## config.mk

```make
export PLATFORM = sky130hd
export DESIGN_NAME = uaf_top
export DESIGN_NICKNAME = d
export VERILOG_FILES = /design/src/uaf_addr_match.v /design/src/uaf_tick_div.v /design/src/uaf_top.v
export VERILOG_INCLUDE_DIRS = /design/src /design/src/src
export SDC_FILE = /design/constraint.sdc
export NUM_CORES = 1
export LEC_CHECK = 0
export BUFFER_PORTS_ARGS = -buffer_cell sky130_fd_sc_hd__buf_2
export CAP_MARGIN = 25
export CORE_ASPECT_RATIO = 0.9
export CORE_MARGIN = 5
export CORE_UTILIZATION = 45
export CTS_BUF_LIST = sky130_fd_sc_hd__clkbuf_4
export DETAILED_ROUTE_END_ITERATION = 12
export SYNTH_ARGS = -nofsm -noshare
export SYNTH_HDL_FRONTEND = slang
export SYNTH_SLANG_ARGS = --single-unit
```

## constraint.sdc

```tcl
create_clock -name I_CLK -period 4.29 [get_ports I_CLK]
set_input_delay 0.2145 -clock I_CLK [delete_from_list [all_inputs] [get_ports I_CLK]]
set_output_delay 0.2145 -clock I_CLK [all_outputs]
set_load 0.005 [all_outputs]
```

## src/uaf_map.vh

```
// Purpose: Register offsets, field positions, reset values and codes for the address filter.
// Assumes: 6-bit word address, 8-bit data on the register port.
// Notes: Included by the top module, the checker and the testbench.
`ifndef UAF_MAP_VH
`define UAF_MAP_VH

// Register offsets
`define UAF_OFS_CTRL 6'h00
`define UAF_OFS_SLAVE_ADDRESS 6'h04
`define UAF_OFS_SMASK 6'h08
`define UAF_OFS_RXBUF 6'h0c
`define UAF_OFS_STATUS 6'h10
`define UAF_OFS_CLEAR 6'h14
`define UAF_OFS_ENABLE 6'h18
`define UAF_OFS_BAUD 6'h1c
`define UAF_OFS_RXINFO 6'h20

// Control register fields
`define UAF_CTRL_MODE_HI 7
`define UAF_CTRL_MODE_LO 6
`define UAF_CTRL_FILT_EN 5
`define UAF_CTRL_RX_EN 4

// Status, clear and enable register fields
`define UAF_ST_RX_DONE 0
`define UAF_ST_FRAME_ERR 1
`define UAF_ST_FILTERED 2

// Serial modes
`define UAF_MODE_SHIFT 2'h0
`define UAF_MODE_ASYNC8 2'h1
`define UAF_MODE_ASYNC9A 2'h2
`define UAF_MODE_ASYNC9B 2'h3

// Reset values
`define UAF_RST_CTRL 8'h00
`define UAF_RST_SLAVE_ADDRESS 8'h00
`define UAF_RST_SMASK 8'h00
`define UAF_RST_ENABLE 3'h0
`define UAF_RST_BAUD 8'h0f

// Timing: ticks per bit and sample points
`define UAF_TICK_MID 4'h7
`define UAF_TICK_LAST 4'hf
`define UAF_TICK_SHIFT_SAMPLE 4'h8
`define UAF_BITS_DATA 4'h8

`endif

```

## src/uaf_addr_match.v

```verilog
// Purpose: Given-address and broadcast-address compare of one received byte.
// Assumes: Purely combinational; caller samples the result.
// Notes: All-zero address and mask match every byte.
`timescale 1ns/1ps
`default_nettype none
module uaf_addr_match #(
  parameter WIDTH = 8
) (
  // Operands
  input wire [WIDTH-1:0] i_byte,
  input wire [WIDTH-1:0] i_addr,
  input wire [WIDTH-1:0] i_mask,
  // Result
  output wire o_given,
  output wire o_bcast,
  output wire o_match
);
  wire [WIDTH-1:0] bcast_addr;

  // Mask 0 means don't care; mask 1 means bit must equal address
  assign o_given = ~|((i_byte ^ i_addr) & i_mask);
  // Broadcast is address OR mask, zeros don't care, ones must be 1
  assign bcast_addr = i_addr | i_mask;
  assign o_bcast = ~|(~i_byte & bcast_addr);
  assign o_match = o_given | o_bcast;
endmodule
`default_nettype wire

```

## src/uaf_tick_div.v

```verilog
// Purpose: Free-running divider giving a one-cycle tick every DIV+1 clocks.
// Assumes: Divisor may change at any time; new value takes effect at once, compared with the running count.
// Notes: Tick is the sixteen-times oversampling rate of the receiver.
`timescale 1ns/1ps
`default_nettype none
module uaf_tick_div #(
  parameter WIDTH = 8
) (
  // Clock and reset
  input wire i_clk,
  input wire i_rst,
  // Control
  input wire [WIDTH-1:0] i_div,
  // Tick
  output wire o_tick
);
  reg [WIDTH-1:0] cnt_q;
  wire wrap;

  assign wrap = (cnt_q >= i_div);
  assign o_tick = wrap;

  always @(posedge i_clk) begin
    if (i_rst) begin
      cnt_q <= {WIDTH{1'b0}};
    end else if (wrap) begin
      cnt_q <= {WIDTH{1'b0}};
    end else begin
      cnt_q <= cnt_q + {{(WIDTH-1){1'b0}}, 1'b1};
    end
  end
endmodule
`default_nettype wire

```

## src/uaf_top.v

```verilog
// Purpose: Serial receiver with automatic address filter for a multidrop link.
// Assumes: Single 250 MHz clock, synchronous active-high reset, plain register port.
// Notes: Four modes; oversampled by 16 in async modes, shift clock out in mode 0.
`timescale 1ns/1ps
`default_nettype none
`include "uaf_map.vh"
module uaf_top #(
  parameter DIV_WIDTH = 8
) (
  // Clock and reset
  input wire I_CLK,
  input wire I_SYS_RST,
  // Register port
  input wire [5:0] I_ADDR,
  input wire [7:0] I_WDATA,
  input wire I_WR,
  input wire I_RD,
  output wire [7:0] O_RDATA,
  // Serial link
  input wire I_RXD,
  output wire O_SHIFT_CLK,
  // Interrupt
  output wire O_IRQ
);
  localparam ST_IDLE = 3'h0;
  localparam ST_START = 3'h1;
  localparam ST_DATA = 3'h2;
  localparam ST_STOP = 3'h3;
  localparam ST_SHIFT = 3'h4;

  ////////////////////////////////////////////////////////////////////////////
  // Registers and state
  reg [1:0] mode_q;
  reg filt_en_q;
  reg rx_en_q;
  reg [7:0] slave_address_q;
  reg [7:0] smask_q;
  reg [7:0] rx_buf_q;
  reg rx_ninth_q;
  reg [2:0] status_q;
  reg [2:0] status_d;
  reg [2:0] enable_q;
  reg [DIV_WIDTH-1:0] baud_q;
  reg [7:0] rdata_q;
  reg [2:0] rx_state_q;
  reg [3:0] tick_cnt_q;
  reg [3:0] bit_cnt_q;
  reg [7:0] shift_q;
  reg ninth_q;
  reg sclk_q;
  reg rxd_s1_q;
  reg rxd_s2_q;

  wire tick;
  wire addr_match;
  wire async_mode;
  wire filt_active;
  wire async_done;
  wire shift_done;
  wire stop_bit;
  wire ninth_eff;
  wire async_accept;
  wire accept;
  wire discard;
  wire [3:0] frame_bits;
  wire [2:0] ev_set;
  wire wr_clear;

  ////////////////////////////////////////////////////////////////////////////
  // Pin synchroniser, first stage feeds only the second
  always @(posedge I_CLK) begin
    if (I_SYS_RST) begin
      rxd_s1_q <= 1'b1;
      rxd_s2_q <= 1'b1;
    end else begin
      rxd_s1_q <= I_RXD;
      rxd_s2_q <= rxd_s1_q;
    end
  end

  ////////////////////////////////////////////////////////////////////////////
  // Bit-rate tick and address compare
  uaf_tick_div #(
    .WIDTH(DIV_WIDTH)
  ) u_div (
    .i_clk(I_CLK),
    .i_rst(I_SYS_RST),
    .i_div(baud_q),
    .o_tick(tick)
  );

  uaf_addr_match #(
    .WIDTH(8)
  ) u_match (
    .i_byte(shift_q),
    .i_addr(slave_address_q),
    .i_mask(smask_q),
    .o_given(),
    .o_bcast(),
    .o_match(addr_match)
  );

  ////////////////////////////////////////////////////////////////////////////
  // Frame decision
  assign async_mode = (mode_q != `UAF_MODE_SHIFT);
  // Mode 0 never filters; modes 1..3 filter when enabled
  assign filt_active = filt_en_q & async_mode;
  // Nine-bit modes receive one extra bit before the stop bit
  assign frame_bits = (mode_q == `UAF_MODE_ASYNC8) ? `UAF_BITS_DATA : (`UAF_BITS_DATA + 4'h1);
  assign stop_bit = rxd_s2_q;
  assign async_done = tick & (rx_state_q == ST_STOP) & (tick_cnt_q == `UAF_TICK_LAST);
  assign shift_done = tick & (rx_state_q == ST_SHIFT) & (tick_cnt_q == `UAF_TICK_LAST)
                      & (bit_cnt_q == (`UAF_BITS_DATA - 4'h1));
  // In mode 1 the stop bit stands in for the ninth bit
  assign ninth_eff = (mode_q == `UAF_MODE_ASYNC8) ? stop_bit : ninth_q;
  // Address frames need ninth=1 and a match; ninth=0 frames dropped
  // Disabled filter passes every frame, data frames included
  assign async_accept = ~filt_active | (ninth_eff & addr_match);
  // Decision taken in the stop-sample cycle itself
  assign accept = (async_done & async_accept) | shift_done;
  assign discard = async_done & ~async_accept;

  assign ev_set[`UAF_ST_RX_DONE] = accept;
  assign ev_set[`UAF_ST_FRAME_ERR] = async_done & ~stop_bit;
  assign ev_set[`UAF_ST_FILTERED] = discard;

  ////////////////////////////////////////////////////////////////////////////
  // Receive state machine
  always @(posedge I_CLK) begin
    if (I_SYS_RST) begin
      rx_state_q <= ST_IDLE;
      tick_cnt_q <= 4'h0;
      bit_cnt_q <= 4'h0;
      shift_q <= 8'h00;
      ninth_q <= 1'b0;
    end else if (tick) begin
      case (rx_state_q)
        ST_IDLE: begin
          tick_cnt_q <= 4'h0;
          bit_cnt_q <= 4'h0;
          if (!async_mode) begin
            // Shift mode starts once the previous byte is taken
            if (rx_en_q && !status_q[`UAF_ST_RX_DONE]) begin
              rx_state_q <= ST_SHIFT;
            end
          end else if (rx_en_q && !stop_bit) begin
            rx_state_q <= ST_START;
          end
        end
        ST_START: begin
          tick_cnt_q <= tick_cnt_q + 4'h1;
          if (tick_cnt_q == `UAF_TICK_MID) begin
            tick_cnt_q <= 4'h0;
            // A glitch shorter than half a bit is not a start bit
            rx_state_q <= stop_bit ? ST_IDLE : ST_DATA;
          end
        end
        ST_DATA: begin
          tick_cnt_q <= tick_cnt_q + 4'h1;
          if (tick_cnt_q == `UAF_TICK_LAST) begin
            if (bit_cnt_q < `UAF_BITS_DATA) begin
              shift_q <= {stop_bit, shift_q[7:1]};
            end else begin
              ninth_q <= stop_bit;
            end
            bit_cnt_q <= bit_cnt_q + 4'h1;
            if (bit_cnt_q == (frame_bits - 4'h1)) begin
              rx_state_q <= ST_STOP;
            end
          end
        end
        ST_STOP: begin
          tick_cnt_q <= tick_cnt_q + 4'h1;
          if (tick_cnt_q == `UAF_TICK_LAST) begin
            rx_state_q <= ST_IDLE;
          end
        end
        ST_SHIFT: begin
          tick_cnt_q <= tick_cnt_q + 4'h1;
          if (tick_cnt_q == `UAF_TICK_SHIFT_SAMPLE) begin
            shift_q <= {stop_bit, shift_q[7:1]};
          end
          if (tick_cnt_q == `UAF_TICK_LAST) begin
            bit_cnt_q <= bit_cnt_q + 4'h1;
            if (bit_cnt_q == (`UAF_BITS_DATA - 4'h1)) begin
              rx_state_q <= ST_IDLE;
            end
          end
        end
        default: begin
          rx_state_q <= ST_IDLE;
        end
      endcase
    end
  end

  // Shift clock low in first half of each bit, data taken on its rise
  always @(posedge I_CLK) begin
    if (I_SYS_RST) begin
      sclk_q <= 1'b1;
    end else begin
      sclk_q <= (rx_state_q != ST_SHIFT) | tick_cnt_q[3];
    end
  end

  ////////////////////////////////////////////////////////////////////////////
  // Receive buffer, loaded only for accepted frames
  always @(posedge I_CLK) begin
    if (I_SYS_RST) begin
      rx_buf_q <= 8'h00;
      rx_ninth_q <= 1'b0;
    end else if (accept) begin
      rx_buf_q <= shift_q;
      rx_ninth_q <= async_mode & ninth_eff;
    end
  end

  ////////////////////////////////////////////////////////////////////////////
  // Register writes
  always @(posedge I_CLK) begin
    if (I_SYS_RST) begin
      mode_q <= `UAF_MODE_SHIFT;
      filt_en_q <= 1'b0;
      rx_en_q <= 1'b0;
      slave_address_q <= `UAF_RST_SLAVE_ADDRESS;
      smask_q <= `UAF_RST_SMASK;
      enable_q <= `UAF_RST_ENABLE;
      baud_q <= `UAF_RST_BAUD;
    end else if (I_WR) begin
      case (I_ADDR)
        `UAF_OFS_CTRL: begin
          mode_q <= {I_WDATA[`UAF_CTRL_MODE_HI], I_WDATA[`UAF_CTRL_MODE_LO]};
          filt_en_q <= I_WDATA[`UAF_CTRL_FILT_EN];
          rx_en_q <= I_WDATA[`UAF_CTRL_RX_EN];
        end
        `UAF_OFS_SLAVE_ADDRESS: begin
          slave_address_q <= I_WDATA;
        end
        `UAF_OFS_SMASK: begin
          smask_q <= I_WDATA;
        end
        `UAF_OFS_ENABLE: begin
          enable_q <= I_WDATA[2:0];
        end
        `UAF_OFS_BAUD: begin
          baud_q <= I_WDATA[DIV_WIDTH-1:0];
        end
        default: begin
          baud_q <= baud_q;
        end
      endcase
    end
  end

  ////////////////////////////////////////////////////////////////////////////
  // Sticky status; a new event beats a clear in the same cycle
  assign wr_clear = I_WR & (I_ADDR == `UAF_OFS_CLEAR);

  always @* begin
    status_d = status_q;
    if (wr_clear) begin
      status_d = status_q & ~I_WDATA[2:0];
    end
    status_d = status_d | ev_set;
  end

  always @(posedge I_CLK) begin
    if (I_SYS_RST) begin
      status_q <= 3'h0;
    end else begin
      status_q <= status_d;
    end
  end

  ////////////////////////////////////////////////////////////////////////////
  // Register reads, data valid in the next cycle only
  always @(posedge I_CLK) begin
    if (I_SYS_RST) begin
      rdata_q <= 8'h00;
    end else if (I_RD) begin
      case (I_ADDR)
        `UAF_OFS_CTRL: begin
          rdata_q <= {mode_q, filt_en_q, rx_en_q, 4'h0};
        end
        `UAF_OFS_SLAVE_ADDRESS: begin
          rdata_q <= slave_address_q;
        end
        `UAF_OFS_SMASK: begin
          rdata_q <= smask_q;
        end
        `UAF_OFS_RXBUF: begin
          rdata_q <= rx_buf_q;
        end
        `UAF_OFS_STATUS: begin
          rdata_q <= {5'h00, status_q};
        end
        `UAF_OFS_ENABLE: begin
          rdata_q <= {5'h00, enable_q};
        end
        `UAF_OFS_BAUD: begin
          rdata_q <= 8'h00;
          rdata_q[DIV_WIDTH-1:0] <= baud_q;
        end
        `UAF_OFS_RXINFO: begin
          rdata_q <= {6'h00, (rx_state_q != ST_IDLE), rx_ninth_q};
        end
        default: begin
          rdata_q <= 8'h00;
        end
      endcase
    end else begin
      rdata_q <= 8'h00;
    end
  end

  ////////////////////////////////////////////////////////////////////////////
  // Outputs
  assign O_RDATA = rdata_q;
  assign O_SHIFT_CLK = sclk_q;
  assign O_IRQ = |(status_q & enable_q);
endmodule
`default_nettype wire
```

==> results.py <==
metrics = {
    "outcome": {
        "outcome": "finished clean",
    },
    "critical_path": {
        "r2r-start": "u_div.cnt_q[0]$_SDFF_PP0_",
        "r2r_cells": 10,
        "crit_family": "compound AO/OA/AOI/OAI gates",
        "crit_type": "reg2reg",
        "rr_endpoint": "rx_ninth_q$_SDFFE_PP0P_",
        "endpoint_kind": "flop",
        "worst-path-buf-inv": 3,
        "slowest_stage": "a32oi_1",
        "cp-startpoint": "u_div.cnt_q[0]$_SDFF_PP0_",
        "path_cells": "inv_1 -> ha_1 -> nand2b_1 -> a2111oi_4 -> o31ai_4 -> nand2_1 -> inv_2 -> a32oi_1 -> buf_4 -> mux2_1",
        "worstPathRequired_ns": 4.61,
        "worstPathArrival_ns": 3.26,
        "cp_slowest_stage_delay_ns": 0.56,
        "startpoint_type": "flop",
        "rrSetupSlack_ns": 1.35,
        "worstPathMaxFanout": 10,
    },
    "pwr": {
        "power_density_nw_per_um2": 283.4,
        "p_leak_nw": 1.683,
        "vdd_drop_max_v": 0.0001732,
    },
    "cells_and_area": {
        "nFillCells": 907,
        "final_cell_mix": "82 x dfxtp_1, 67 x nand2_1, 54 x nor2_1",
        "final_cells": 627,
        "final_common_cell": "dfxtp_1",
        "fin_util_pct": 50.23,
        "drive_above_1_share_pct": 10.63,
        "postLayoutCellArea_sq_um": 4364,
        "insertedDiodeCount": 0,
        "area_delta_synth_final_pct": 7.954,
        "nNetsFinal": 534,
    },
    "sta": {
        "tightest_slew_ns": 0.7623,
        "hold_viol_final": 0,
        "fin_crit_sh_pct": 68.45,
        "slew_headroom_pct": 48.79,
        "rsz0062_at_grt": "no",
        "fmax_mhz": 340.5,
        "slew_viol_final": 0,
        "fin_skew_ns": 0.008912,
        "period_needed_ns": 2.936,
        "finalSetupViolCount": 0,
        "worst_slack_ns": 1.354,
        "setup_tns_ns": 0,
    },
    "clock_network": {
        "numCtsBuffers": 9,
        "cts.clk_slew.worst_paths_ns": 0.13,
        "post_cts_resized": 0,
        "cts_tree": "done",
        "cts_root_buf": "clkbuf_4",
        "clk_latency_ns": 0.42,
        "cts_sinks": 82,
        "cts_buffer_depth": 2,
        "cts_setup_buffers": 0,
        "cts_max_level": 3,
    },
    "global_routing": {
        "grt_overflow": 0,
        "grt_max_degree": 65,
        "antenna_found_initial": 0,
        "grt_first_pass_wirelength_mm": 16.72,
        "grt_util_all_layers_pct": 19.30,
        "grt_pass1_vias": 3321,
    },
    "die": {
        "fp.dieH_um": 99.92,
        "dieArea_sq_um": 10980,
        "die_w_um": 109.9,
        "coreArea_sq_um": 8688,
        "io-pin-count": 29,
        "initial_core_util_pct": 46.53,
        "rows": 32,
    },
    "drt": {
        "viasPerCell": 5.475,
        "wl_per_cell_um": 15.90,
        "drt-pass1-iter-count": 5,
        "antenna_left": 0,
        "wl_mm": 9.972,
        "vias": 3433,
        "drc": 0,
        "dr.first_iter.drc_count": 226,
    },
    "run": {
        "max-cap-violations": 0,
    },
    "placement": {
        "dp_cells": 610,
        "gp_congestion": 0.8342,
        "pre_cts_slack_ns": 1.377,
        "dpl_cell_area_sq_um": 4245,
        "dp.final_hpwl_mm": 7.262,
        "port_buffers": 28,
    },
    "synthesis": {
        "syn_avg_cell_area_sq_um": 8.335,
        "synth-async-reset-ratio_pct": 0,
        "ys_top_cells_by_area": "dfxtp_1 41%, mux2i_1 8.2%, nand2_1 6.2%, a21oi_1 5.2%, nor2_1 5.0%",
        "synth_fp_nets": 516,
        "yosys_warnings": 0,
        "synth_edf_count": 0,
        "ys_seq_area_share_pct": 40.61,
        "ys_types": 54,
        "synth_top_area_cell": "dfxtp_1",
        "syn_area_sq_um": 4043,
        "synth_seq_cells": 82,
        "synth_top_area_share_pct": 40.61,
        "netlist_instances": 485,
        "synthFlopType": "dfxtp_1",
    },
    "worst_hold_path": {
        "min_to": "baud_q[6]$_SDFFE_PP0P_",
        "hold_path.class": "in2reg",
        "hold_path_startpoint": "I_WDATA[6]",
        "holdPathStages": 3,
    },
}
## per-layer routing
metal / part of all wire, % / GRT usage [%] / vias to the layer above
met2: 45 / 28.92 / 89
met5: 0 / 0 / -
met1: 49 / 27.51 / 1606
met4: 1.3 / 5.465 / 0
met3: 5.3 / 4.695 / 14
li1: - / - / 1724
## power by group
group / internal (mW) / switching (mW) / total (mW)
Combinational: 0.0275 / 0.0493 / 0.0768
Sequential: 0.767 / 0.00834 / 0.775
Clock: 0.121 / 0.264 / 0.385
Total: 0.916 / 0.321 / 1.24
## cell families after synthesis
group	Yosys count	share of synthesized area [%]
AND/OR/NAND/NOR	208	24.11
AO/OA/AOI/OAI	89	14.83
flip-flops	82	40.61
buffers and inverters	41	4.085
multiplexers	35	8.728
XOR/XNOR	17	3.683
adder cells (fa/ha/maj)	13	3.962
## layout make-up
type | count | area (sq um) | share of cell area, %
Multi-Input combinational cell | 362 | 2236 | 51.23
Sequential cell | 82 | 1642 | 37.61
Timing Repair Buffer | 31 | 165.2 | 3.784
Tap cell | 119 | 148.9 | 3.412
Clock buffer | 10 | 75.07 | 1.720
Inverter | 17 | 63.81 | 1.462
Clock inverter | 6 | 33.78 | 0.7741
## registers in the layout, indices dropped and copies added, names as in the netlist, 2 cells and up
signal	cells
rx_state_q	3
mode_q	2
enable_q	3
tick_cnt_q	4
smask_q	8
bit_cnt_q	4
slave_address_q	8
baud_q	8
O_RDATA	8
u_div.cnt_q	8
shift_q	8
rx_buf_q	8
status_q	3
## through the flow
stage / total power [mW] / hold WS (ns)
6_report: 1.237 / 0.07133
5_1_grt: 1.294 / 0.02482
4_1_cts: 1.251 / 0.04250
3_5_place_dp: 0.8678 / 0.4013
3_3_place_gp: 0.8673 / 0.3997
2_1_floorplan: 0.8404 / 0.3183
## Yosys cell counts, types with 6 or more instances
master    number
a21oi_1       42
a221oi_1       9
nand2_1       67
clkbuf_1      18
inv_1         16
o22ai_1        6
mux2i_1       33
ha_1          12
nor2_1        54
dfxtp_1       82
nand3_1       29
nor3_1         9
and3_1         6
nand2b_1      15
xor2_1        13
## repair_timing
item / CTS / global route
setup endpoints to repair: 0 / 0
hold buffers: 1 / 0
hold endpoints to repair: 1 / 0
## worst max path at each step
stage	endpoint	slack, ns	depth (start not counted)
2_1_floorplan	rx_ninth_q$_SDFFE_PP0P_	1.99	10
3_3_place_gp	rx_ninth_q$_SDFFE_PP0P_	1.46	10
3_5_place_dp	rx_ninth_q$_SDFFE_PP0P_	1.38	10
4_1_cts	rx_ninth_q$_SDFFE_PP0P_	1.37	10
5_1_grt	rx_ninth_q$_SDFFE_PP0P_	1.19	10
6_report	rx_ninth_q$_SDFFE_PP0P_	1.35	10
## worst register-to-register path: cells and delay by family, from the launching register on
family / cells / cell delay (ns)
compound gates: 3 / 1.14
fa+ha+maj: 1 / 0.26
buf+inv: 3 / 0.38
flops: 1 / 0.41
mux: 1 / 0.32
simple gates: 2 / 0.32
Note: power is estimated with default switching activity, not from simulation.
